File: config.mk
export PLATFORM = sky130hd
export DESIGN_NAME = fsr_fault_status
export DESIGN_NICKNAME = d
export VERILOG_FILES = /design/src/design/fsr_pkg.sv /design/src/design/fsr_fault_status.sv
export SDC_FILE = /design/constraint.sdc
export NUM_CORES = 1
export LEC_CHECK = 0
export BUFFER_PORTS_ARGS = -buffer_cell sky130_fd_sc_hd__buf_2
export CORE_AREA = 3 3 80 82
export CTS_CLUSTER_DIAMETER = 30
export DETAILED_ROUTE_END_ITERATION = 10
export DIE_AREA = 0 0 83 85
export PLACE_DENSITY = 0.62
export SLEW_MARGIN = 20
export SYNTH_ARGS = -nofsm -noshare
export SYNTH_HDL_FRONTEND = slang
export SYNTH_SLANG_ARGS = --single-unit
File: constraint.sdc
create_clock -name ref_clk -period 4.1 [get_ports ref_clk]
set_input_delay 0.615 -clock ref_clk [delete_from_list [all_inputs] [get_ports ref_clk]]
set_output_delay 0.615 -clock ref_clk [all_outputs]
set_load 0.05 [all_outputs]
File: src/design/fsr_pkg.sv
package fsr_pkg;
	// =========================================
	// register addresses (7-bit)
	localparam logic [6:0] ADDR_THERMAL_STATUS = 7'h42;
	localparam logic [6:0] ADDR_DEVICE_STATUS  = 7'h43;
	localparam logic [6:0] ADDR_BUS_FAULT      = 7'h44;
	// =========================================
	// reset values
	localparam logic [7:0] THERMAL_RESET  = 8'h00;
	localparam logic [7:0] DEVICE_RESET   = 8'h00;
	localparam logic [7:0] BUS_RESET      = 8'h00;
	// =========================================
	// field positions
	localparam int PREWARN_BIT  = 0;
	localparam int SHUTDOWN1_BIT = 1;
	localparam int SHUTDOWN2_BIT = 2;
	localparam int FAIL_BIT     = 0;
	localparam int BADCMD_BIT   = 1;
	localparam int WDCNT_LO     = 2;
	localparam int PRIOR_LO     = 6;
	localparam int SUPPLY_LOW_BIT = 0;
	localparam int CANF_LO      = 1;
	localparam int LINF_LO      = 5;
	// =========================================
	// prior-state codes
	localparam logic [1:0] PRIOR_CLEARED = 2'h0;
	localparam logic [1:0] PRIOR_FAILURE = 2'h1;
	localparam logic [1:0] PRIOR_SLEEP   = 2'h2;
	// =========================================
	// clearable masks
	localparam logic [7:0] THERMAL_RC_MASK = 8'h07;
	localparam logic [7:0] DEVICE_RC_MASK  = 8'hC3;
	localparam logic [7:0] BUS_RC_MASK     = 8'h67;
	// =========================================
	// serial frame
	localparam int FRAME_BITS = 16;
	localparam int CLEAR_BIT  = 7;
endpackage

File: src/design/fsr_fault_status.sv
`timescale 1ns/1ns
module fsr_fault_status
	import fsr_pkg::*;
#(
	parameter int CFG_W = 3
)(
	input  wire logic             ref_clk,          // logic clock, 100 MHz
	input  wire logic             rst,              // power-on / soft reset
	input  wire logic             spi_valid,        // one-cycle frame strobe
	input  wire logic [15:0]      spi_frame,        // received 16-bit frame
	input  wire logic             spi_frame_bad,    // frame judged invalid
	input  wire logic             restart_pulse,    // entering restart mode
	input  wire logic             thermal_shutdown_second_flag_event,       // second thermal shutdown
	input  wire logic             thermal_shutdown_first_flag_event,       // first thermal shutdown
	input  wire logic             tpw_event,        // thermal prewarning
	input  wire logic             watchdog_failure_count_event,    // watchdog trigger failure
	input  wire logic             wd_trigger_ok,    // successful watchdog trigger
	input  wire logic             wd_stopped,       // watchdog stopped
	input  wire logic             wd_stop_by_fail,  // mode reached by watchdog fail
	input  wire logic [CFG_W-1:0] cfg_select,       // configuration 0..4
	input  wire logic             uv_event,         // main_supply_undervoltage
	input  wire logic             ov_event,         // main supply overvoltage
	input  wire logic             overvoltage_reset_select, // ov counts as failure
	input  wire logic             failsafe_wake,    // wake from failsafe
	input  wire logic             illegal_sleep,    // bad sleep request
	input  wire logic             sleep_exit,       // restart from sleep
	input  wire logic             sleep_wake_pend,  // sleep tried with wake flags
	input  wire logic             lin_tsd,          // lin thermal shutdown
	input  wire logic             lin_txd_dom,      // lin txd dominant timeout
	input  wire logic             lin_bus_dom,      // lin bus dominant timeout
	input  wire logic             can_tsd,          // can thermal shutdown
	input  wire logic             can_txd_dom,      // can txd dominant timeout
	input  wire logic             can_bus_dom,      // can bus dominant timeout
	input  wire logic             can_mode_hi,      // transceiver mode high bit
	input  wire logic             can_supply_low,   // can supply comparator
	output logic                  rd_valid,         // read data strobe
	output logic [7:0]            rd_data,          // register contents
	output logic                  failsafe_req,     // force fail-safe mode
	output logic                  fail_output_pin,  // fail output active
	output logic                  can_tx_disable    // can transmitter off
);
	// =========================================
	// elaboration check
	initial
	begin
		if (CFG_W < 3)
			$error("cfg_select too narrow");
		// configuration codes only reach 4; a very wide select
		// would only hide a wiring mistake at the instance
		if (CFG_W > 8)
			$error("cfg_select too wide");
	end

	// =========================================
	// input synchronisers (analog and pin sources)
	localparam int NS = 11;
	logic [NS-1:0] s1_r;
	logic [NS-1:0] s2_r;
	always_ff @(posedge ref_clk)
	begin
		s1_r <= {thermal_shutdown_second_flag_event, thermal_shutdown_first_flag_event, tpw_event, lin_tsd, lin_txd_dom, lin_bus_dom,
			can_tsd, can_txd_dom, can_bus_dom, can_supply_low, uv_event};
		s2_r <= s1_r;
	end
	logic thermal_shutdown_second_flag_s, thermal_shutdown_first_flag_s, tpw_s, lin_tsd_s, lin_txd_s, lin_bus_s;
	logic can_tsd_s, can_txd_s, can_bus_s, vcan_low_s, uv_s;
	assign {thermal_shutdown_second_flag_s, thermal_shutdown_first_flag_s, tpw_s, lin_tsd_s, lin_txd_s, lin_bus_s,
		can_tsd_s, can_txd_s, can_bus_s, vcan_low_s, uv_s} = s2_r;

	// =========================================
	// frame decode
	// address and mode
	logic [6:0] f_addr;
	logic       f_clear;
	assign f_addr  = spi_frame[6:0];
	assign f_clear = spi_frame[CLEAR_BIT];

	function automatic logic clr_hit(input logic [6:0] a);
		clr_hit = spi_valid && !spi_frame_bad && f_clear && (f_addr == a);
	endfunction

	logic clr_therm, clr_dev, clr_bus;
	assign clr_therm = clr_hit(ADDR_THERMAL_STATUS);
	assign clr_dev   = clr_hit(ADDR_DEVICE_STATUS);
	assign clr_bus   = clr_hit(ADDR_BUS_FAULT);

	// sticky update: set wins over clear
	function automatic logic sticky(input logic cur, input logic set, input logic clr);
		sticky = set | (cur & ~clr);
	endfunction

	// =========================================
	// thermal status
	logic [2:0] therm_r;
	always_ff @(posedge ref_clk)
	begin
		if (rst)
			therm_r <= THERMAL_RESET[2:0];
		else
		begin
			therm_r[SHUTDOWN2_BIT] <= sticky(therm_r[SHUTDOWN2_BIT], thermal_shutdown_second_flag_s, clr_therm);
			therm_r[SHUTDOWN1_BIT] <= sticky(therm_r[SHUTDOWN1_BIT], thermal_shutdown_first_flag_s, clr_therm);
			therm_r[PREWARN_BIT]   <= sticky(therm_r[PREWARN_BIT], tpw_s, clr_therm);
			// flags survive restart, no auto clear
		end
	end

	always_ff @(posedge ref_clk)
	begin
		if (rst)
			failsafe_req <= 1'b0;
		else
			failsafe_req <= thermal_shutdown_second_flag_s;
	end

	// =========================================
	// watchdog failure count
	// the increment stops at the fail-output threshold, so the
	// reserved count 11 can never be produced here
	// a trigger and a failure in one cycle: the automatic clear wins,
	// since the count must restart from zero after a good trigger
	logic [1:0] wd_cnt_r;
	logic [1:0] wd_cnt_nxt;
	logic       frozen_r;
	logic       cfg_frz;
	logic [1:0] fo_level;
	assign cfg_frz  = (cfg_select == 3'd2) || (cfg_select == 3'd4);
	// threshold: one failure in config 2, two otherwise
	assign fo_level = (cfg_select == 3'd2) ? 2'h1 : 2'h2;

	always_comb
	begin
		wd_cnt_nxt = wd_cnt_r;
		if (wd_trigger_ok || (wd_stopped && !wd_stop_by_fail))
			wd_cnt_nxt = 2'h0;
		else if (watchdog_failure_count_event && !frozen_r && wd_cnt_r < fo_level)
			wd_cnt_nxt = wd_cnt_r + 2'h1;
	end

	always_ff @(posedge ref_clk)
	begin
		if (rst)
		begin
			wd_cnt_r <= 2'h0;
			frozen_r <= 1'b0;
		end
		else
		begin
			wd_cnt_r <= wd_cnt_nxt;
			if (wd_trigger_ok)
				frozen_r <= 1'b0;
			else if (watchdog_failure_count_event && cfg_frz)
				frozen_r <= 1'b1;
		end
	end

	// fail output activation
	logic fo_fire;
	// config zero never fires on first failure
	assign fo_fire = (wd_cnt_nxt == fo_level) && (wd_cnt_r != fo_level)
		&& !(cfg_select == 3'd0 && wd_cnt_nxt == 2'h1);

	always_ff @(posedge ref_clk)
	begin
		if (rst)
			fail_output_pin <= 1'b0;
		else if (fo_fire)
			fail_output_pin <= 1'b1;
		else if (wd_trigger_ok)
			fail_output_pin <= 1'b0;
	end

	// =========================================
	// device status flags
	logic [1:0] prior_state_code;
	logic       bad_cmd_r;
	logic       fail_flag_r;
	logic       fail_cause;
	assign fail_cause = (watchdog_failure_count_event && wd_cnt_nxt == fo_level) || thermal_shutdown_second_flag_s || uv_s
		|| (ov_event && overvoltage_reset_select);

	always_ff @(posedge ref_clk)
	begin
		if (rst)
			prior_state_code <= DEVICE_RESET[7:6];
		else if (fail_cause || failsafe_wake || illegal_sleep)
			prior_state_code <= PRIOR_FAILURE;
		else if (sleep_exit || sleep_wake_pend)
			prior_state_code <= PRIOR_SLEEP;
		else if (clr_dev)
			prior_state_code <= PRIOR_CLEARED;
	end

	always_ff @(posedge ref_clk)
	begin
		if (rst)
		begin
			bad_cmd_r   <= DEVICE_RESET[BADCMD_BIT];
			fail_flag_r <= DEVICE_RESET[FAIL_BIT];
		end
		else
		begin
			bad_cmd_r   <= sticky(bad_cmd_r, spi_valid && spi_frame_bad, clr_dev);
			fail_flag_r <= sticky(fail_flag_r, fo_fire, clr_dev);
		end
	end

	// =========================================
	// bus fault status
	logic [1:0] lin_fault_code;
	logic [1:0] can_fault_code;
	logic       bus_supply_low_flag;
	logic       vcan_check;

	// encode fault cause into code, higher code wins
	function automatic logic [1:0] fcode(input logic tsd, input logic txd, input logic bus);
		fcode = bus ? 2'h3 : txd ? 2'h2 : tsd ? 2'h1 : 2'h0;
	endfunction

	// comparator enabled in can normal or receive
	assign vcan_check = vcan_low_s && can_mode_hi;

	always_ff @(posedge ref_clk)
	begin
		if (rst)
		begin
			lin_fault_code      <= BUS_RESET[6:5];
			can_fault_code      <= BUS_RESET[2:1];
			bus_supply_low_flag <= BUS_RESET[SUPPLY_LOW_BIT];
		end
		else
		begin
			if (lin_tsd_s || lin_txd_s || lin_bus_s)
				lin_fault_code <= fcode(lin_tsd_s, lin_txd_s, lin_bus_s);
			else if (clr_bus)
				lin_fault_code <= 2'h0;
			if (can_tsd_s || can_txd_s || can_bus_s)
				can_fault_code <= fcode(can_tsd_s, can_txd_s, can_bus_s);
			else if (clr_bus)
				can_fault_code <= 2'h0;
			bus_supply_low_flag <= sticky(bus_supply_low_flag, vcan_check, clr_bus);
		end
	end

	always_ff @(posedge ref_clk)
	begin
		if (rst)
			can_tx_disable <= 1'b0;
		else
			can_tx_disable <= vcan_check;
	end

	// =========================================
	// read path: data is the value before any clear
	// reserved bits zero
	logic [7:0] rd_mux;
	always_comb
	begin
		case (f_addr)
			ADDR_THERMAL_STATUS: rd_mux = {5'h00, therm_r};
			ADDR_DEVICE_STATUS:  rd_mux = {prior_state_code, 2'h0, wd_cnt_r,
				bad_cmd_r, fail_flag_r};
			ADDR_BUS_FAULT:      rd_mux = {1'b0, lin_fault_code, 2'h0,
				can_fault_code, bus_supply_low_flag};
			default:             rd_mux = 8'h00;
		endcase
	end

	always_ff @(posedge ref_clk)
	begin
		if (rst)
		begin
			rd_valid <= 1'b0;
			rd_data  <= 8'h00;
		end
		else
		begin
			rd_valid <= spi_valid && !spi_frame_bad;
			if (spi_valid && !spi_frame_bad)
				rd_data <= rd_mux;
		end
	end

	// =========================================
	// restart handling
	// restart keeps every status flag as it stands: the thermal flags,
	// the prior-state code, the count and the two device flags are all
	// updated only by their own events and by host clears
	// the reserved bits are constant zero in the read mux, so there is
	// nothing for restart to zero in storage
	// limitation: restart_pulse is accepted but not needed by any
	// register; it is kept on the port so the mode logic need not change
	// if a later register must react to restart
	logic unused_restart;
	assign unused_restart = restart_pulse;

	// =========================================
	// notes for integration
	// level inputs from the analog side, except ov_event, pass two flip-flops, so a
	// status flag appears three clocks after its cause; same-clock
	// strobes from the mode logic are taken in the cycle they stand
	// a clear frame and an event in one cycle leave the flag set, so
	// the host never loses an event that arrives during its clear
	// the read byte is taken before the clear, which lets the host read
	// and clear a register with one frame
endmodule

==> flow_summary.yaml <==
run_status:
  status: "finished, final reports clean"
floorplan:
  io-pin-count: 58
  die_area_sq_mm: 0.00706
  rows: 28
  start_util_pct: 29.1
  core_area_sq_mm: 0.00582
  die-height_microns: 85
  die_w_microns: 83
timing:
  hold-worst-slack_ns: 0.329
  setup_violations: 0
  fin_crit_sh_pct: 52.9
  finClkSkew_ns: 0.00360
  min_period_ns: 2.17
  setup_ws_ns: 1.93
  max_freq_mhz: 461
  finalSetupTns_ns: 0
  finalHoldViolCount: 0
  slew_viol_final: 0
  rsz0062_at_grt: "no"
route:
  avgRoutedWirePerCell_microns: 11.6
  drtIter0Drc: 52
  final_antenna_net_count: 0
  routed_via_density: 4.43
  drt_pass1_iterations: 4
  routed_wirelength_microns: 3350
  dr_total_vias: 1279
  drc: 0
cts:
  clock_path_buffers: 2
  htreeDepth: 2
  cts_num_sinks: 48
  clk_latency_ns: 0.29
  clk_pin_slew_ns: 0.09
  cts_tree: "yes"
  cts_buffers: 5
  cts_setup_buffers: 0
  cts_resized: 0
  clockRootBuffer: "clkbuf_8"
  holdBufCountCts: 0
layout:
  post_route_cells_drive_above_1_share_pct: 29.0
  diodes: 0
  area_growth_syn_to_layout_pct: 25.4
  fin_nets: 261
critical_path:
  endpoint_kind: "register"
  crit_arrival_ns: 2.33
  crit_type: "primary input to register"
  crit_required_ns: 4.27
  start_kind: "primary input"
  worstPathMaxFanout: 6
global_routing:
  grt_max_degree: 20
  grt_pass1_vias: 1196
  globalRouteOverflowTotal: 0
  grt_pass1_wl_microns: 5440
  grtUsageTotal_pct: 9.57
  antenna_found_initial: 0
synth:
  synth_flop_cell: "dfxtp_1"
  avgSynthCellArea_sq_um: 10.4
  ys_types: 48
  synth-edff-count: 0
  yosys-top-cells-area: "dfxtp_1 (57%), nand2_1 (3.1%), a21oi_1 (3.0%)"
  synth_seq_cells: 48
  async_reset_ff_share_pct: 0
  synth_area_sq_mm: 0.00169
  synthTopCellsByCount: "dfxtp_1 (48), nand2_1 (14), nor2_1 (13)"
  synth_area_leader_cell: "dfxtp_1"
  synth_top_area_share_pct: 56.7
  syn_nets: 211
  syn_inst: 163
  ys_seq_area_share_pct: 56.7
  synth_warnings: 0
  synth.most_common_cell: "dfxtp_1"
place:
  place_hpwl_microns: 2630
  gp_congestion: 0.810
  portBuffers: 47
  post-place-ws_ns: 1.60
pwr:
  pwr_density_cell_mw_per_mm2: 433
  leakage_nw: 0.928
  ir_worst_vdd_mv: 0.263
job:
  cap_violations: 0
min_path:
  min_path_type: "register to register"
## path summary, 6_finish.rpt
kind,slack [ns],end,depth (start not counted),start
worst max register to register,2.34,prior_state_code[0]$_SDFFE_PP0P_,6,wd_cnt_r[0]$_SDFF_PP0_
worst max-delay path,1.93,prior_state_code[0]$_SDFFE_PP0P_,8,cfg_select[0]
worst min-delay path,0.33,s2_r[5]$_DFF_P_,0,s1_r[5]$_DFF_P_
worst min register to register,0.33,s2_r[5]$_DFF_P_,0,s1_r[5]$_DFF_P_
## logic make-up (layout without fill, tap and decap cells)
group                    Yosys count  in the layout  synth area share (%)
buffers and inverters             11             62                  2.73
AND/OR/NAND/NOR                   60             60                  21.3
flip-flops                        48             48                  56.7
AO/OA/AOI/OAI                     35             35                  14.2
multiplexers                       3              3                  1.77
other                              1              1                 0.221
XOR/XNOR                           3              3                  1.55
adder cells (fa/ha/maj)            2              2                  1.48
## power by group
part	switching, W	total (W)	internal (W)
registers	0.00000928	0.000497	0.000488
clock network	0.000153	0.000353	0.000199
logic	0.0000385	0.0000708	0.0000323
## per-stage QoR
| step | instance area (sq um) | util [%] | instances | power (W) |
|---|---|---|---|---|
| global placement | 2000 | 34.4 | 281 | 0.000578 |
| detailed placement | 2000 | 34.4 | 281 | 0.000579 |
| global route | 2120 | 36.5 | 289 | 0.000960 |
| floorplan | 1690 | - | 163 | 0.000550 |
| finish | 2120 | 36.5 | 289 | 0.000920 |
| CTS | 2120 | 36.5 | 289 | 0.000930 |
## layout by cell type (no fill, tap or decap), types with 2 or more instances in the layout
cell type	n
xor2_1	2
o21ai_0	3
inv_1	7
a311oi_1	2
nand3_1	6
buf_2	47
mux2i_1	3
clkbuf_8	6
nand2_1	14
a31oi_1	2
dfxtp_1	48
a31o_2	2
nand2b_1	6
o31ai_1	2
a211oi_1	2
a21oi_1	10
o21ai_1	2
nor2_1	13
and3_1	2
a2bb2oi_1	3
and2_1	2
ha_1	2
nor2b_1	3
## worst max-delay path: stages
cell	delay (ns)
buf_2	0.10
or3b_4	0.40
inv_1	0.12
ha_1	0.25
nand2b_1	0.17
a211oi_1	0.14
nor4_4	0.38
o221ai_1	0.15
## final cells by class
cell class / instances / area (sq um)
clock inverter: 2 / 38.8
clock buffer: 6 / 82.6
inverter: 7 / 26.3
tap: 75 / 93.8
sequential: 48 / 961
fill: 631 / 3690
timing repair buffer: 47 / 235
multi-input combinational: 104 / 687
## registers in the layout, summed over array words and instances (netlist names)
register / flops
bad_cmd_r: 1
bus_supply_low_flag: 1
can_fault_code: 2
can_tx_disable: 1
fail_flag_r: 1
fail_output_pin: 1
failsafe_req: 1
frozen_r: 1
lin_fault_code: 2
prior_state_code: 2
rd_data: 7
rd_valid: 1
s1_r: 11
s2_r: 11
therm_r: 3
wd_cnt_r: 2
## layer usage
layer / vias to the layer above / routed length (microns) / GRT usage, %
met2: 31 / 1570 / 15.7
met5: - / 0 / 0
met1: 566 / 1520 / 11.6
met4: 0 / 47 / 3.57
li1: 676 / - / -
met3: 6 / 210 / 3.40
Power figures use the tool's default switching activity.
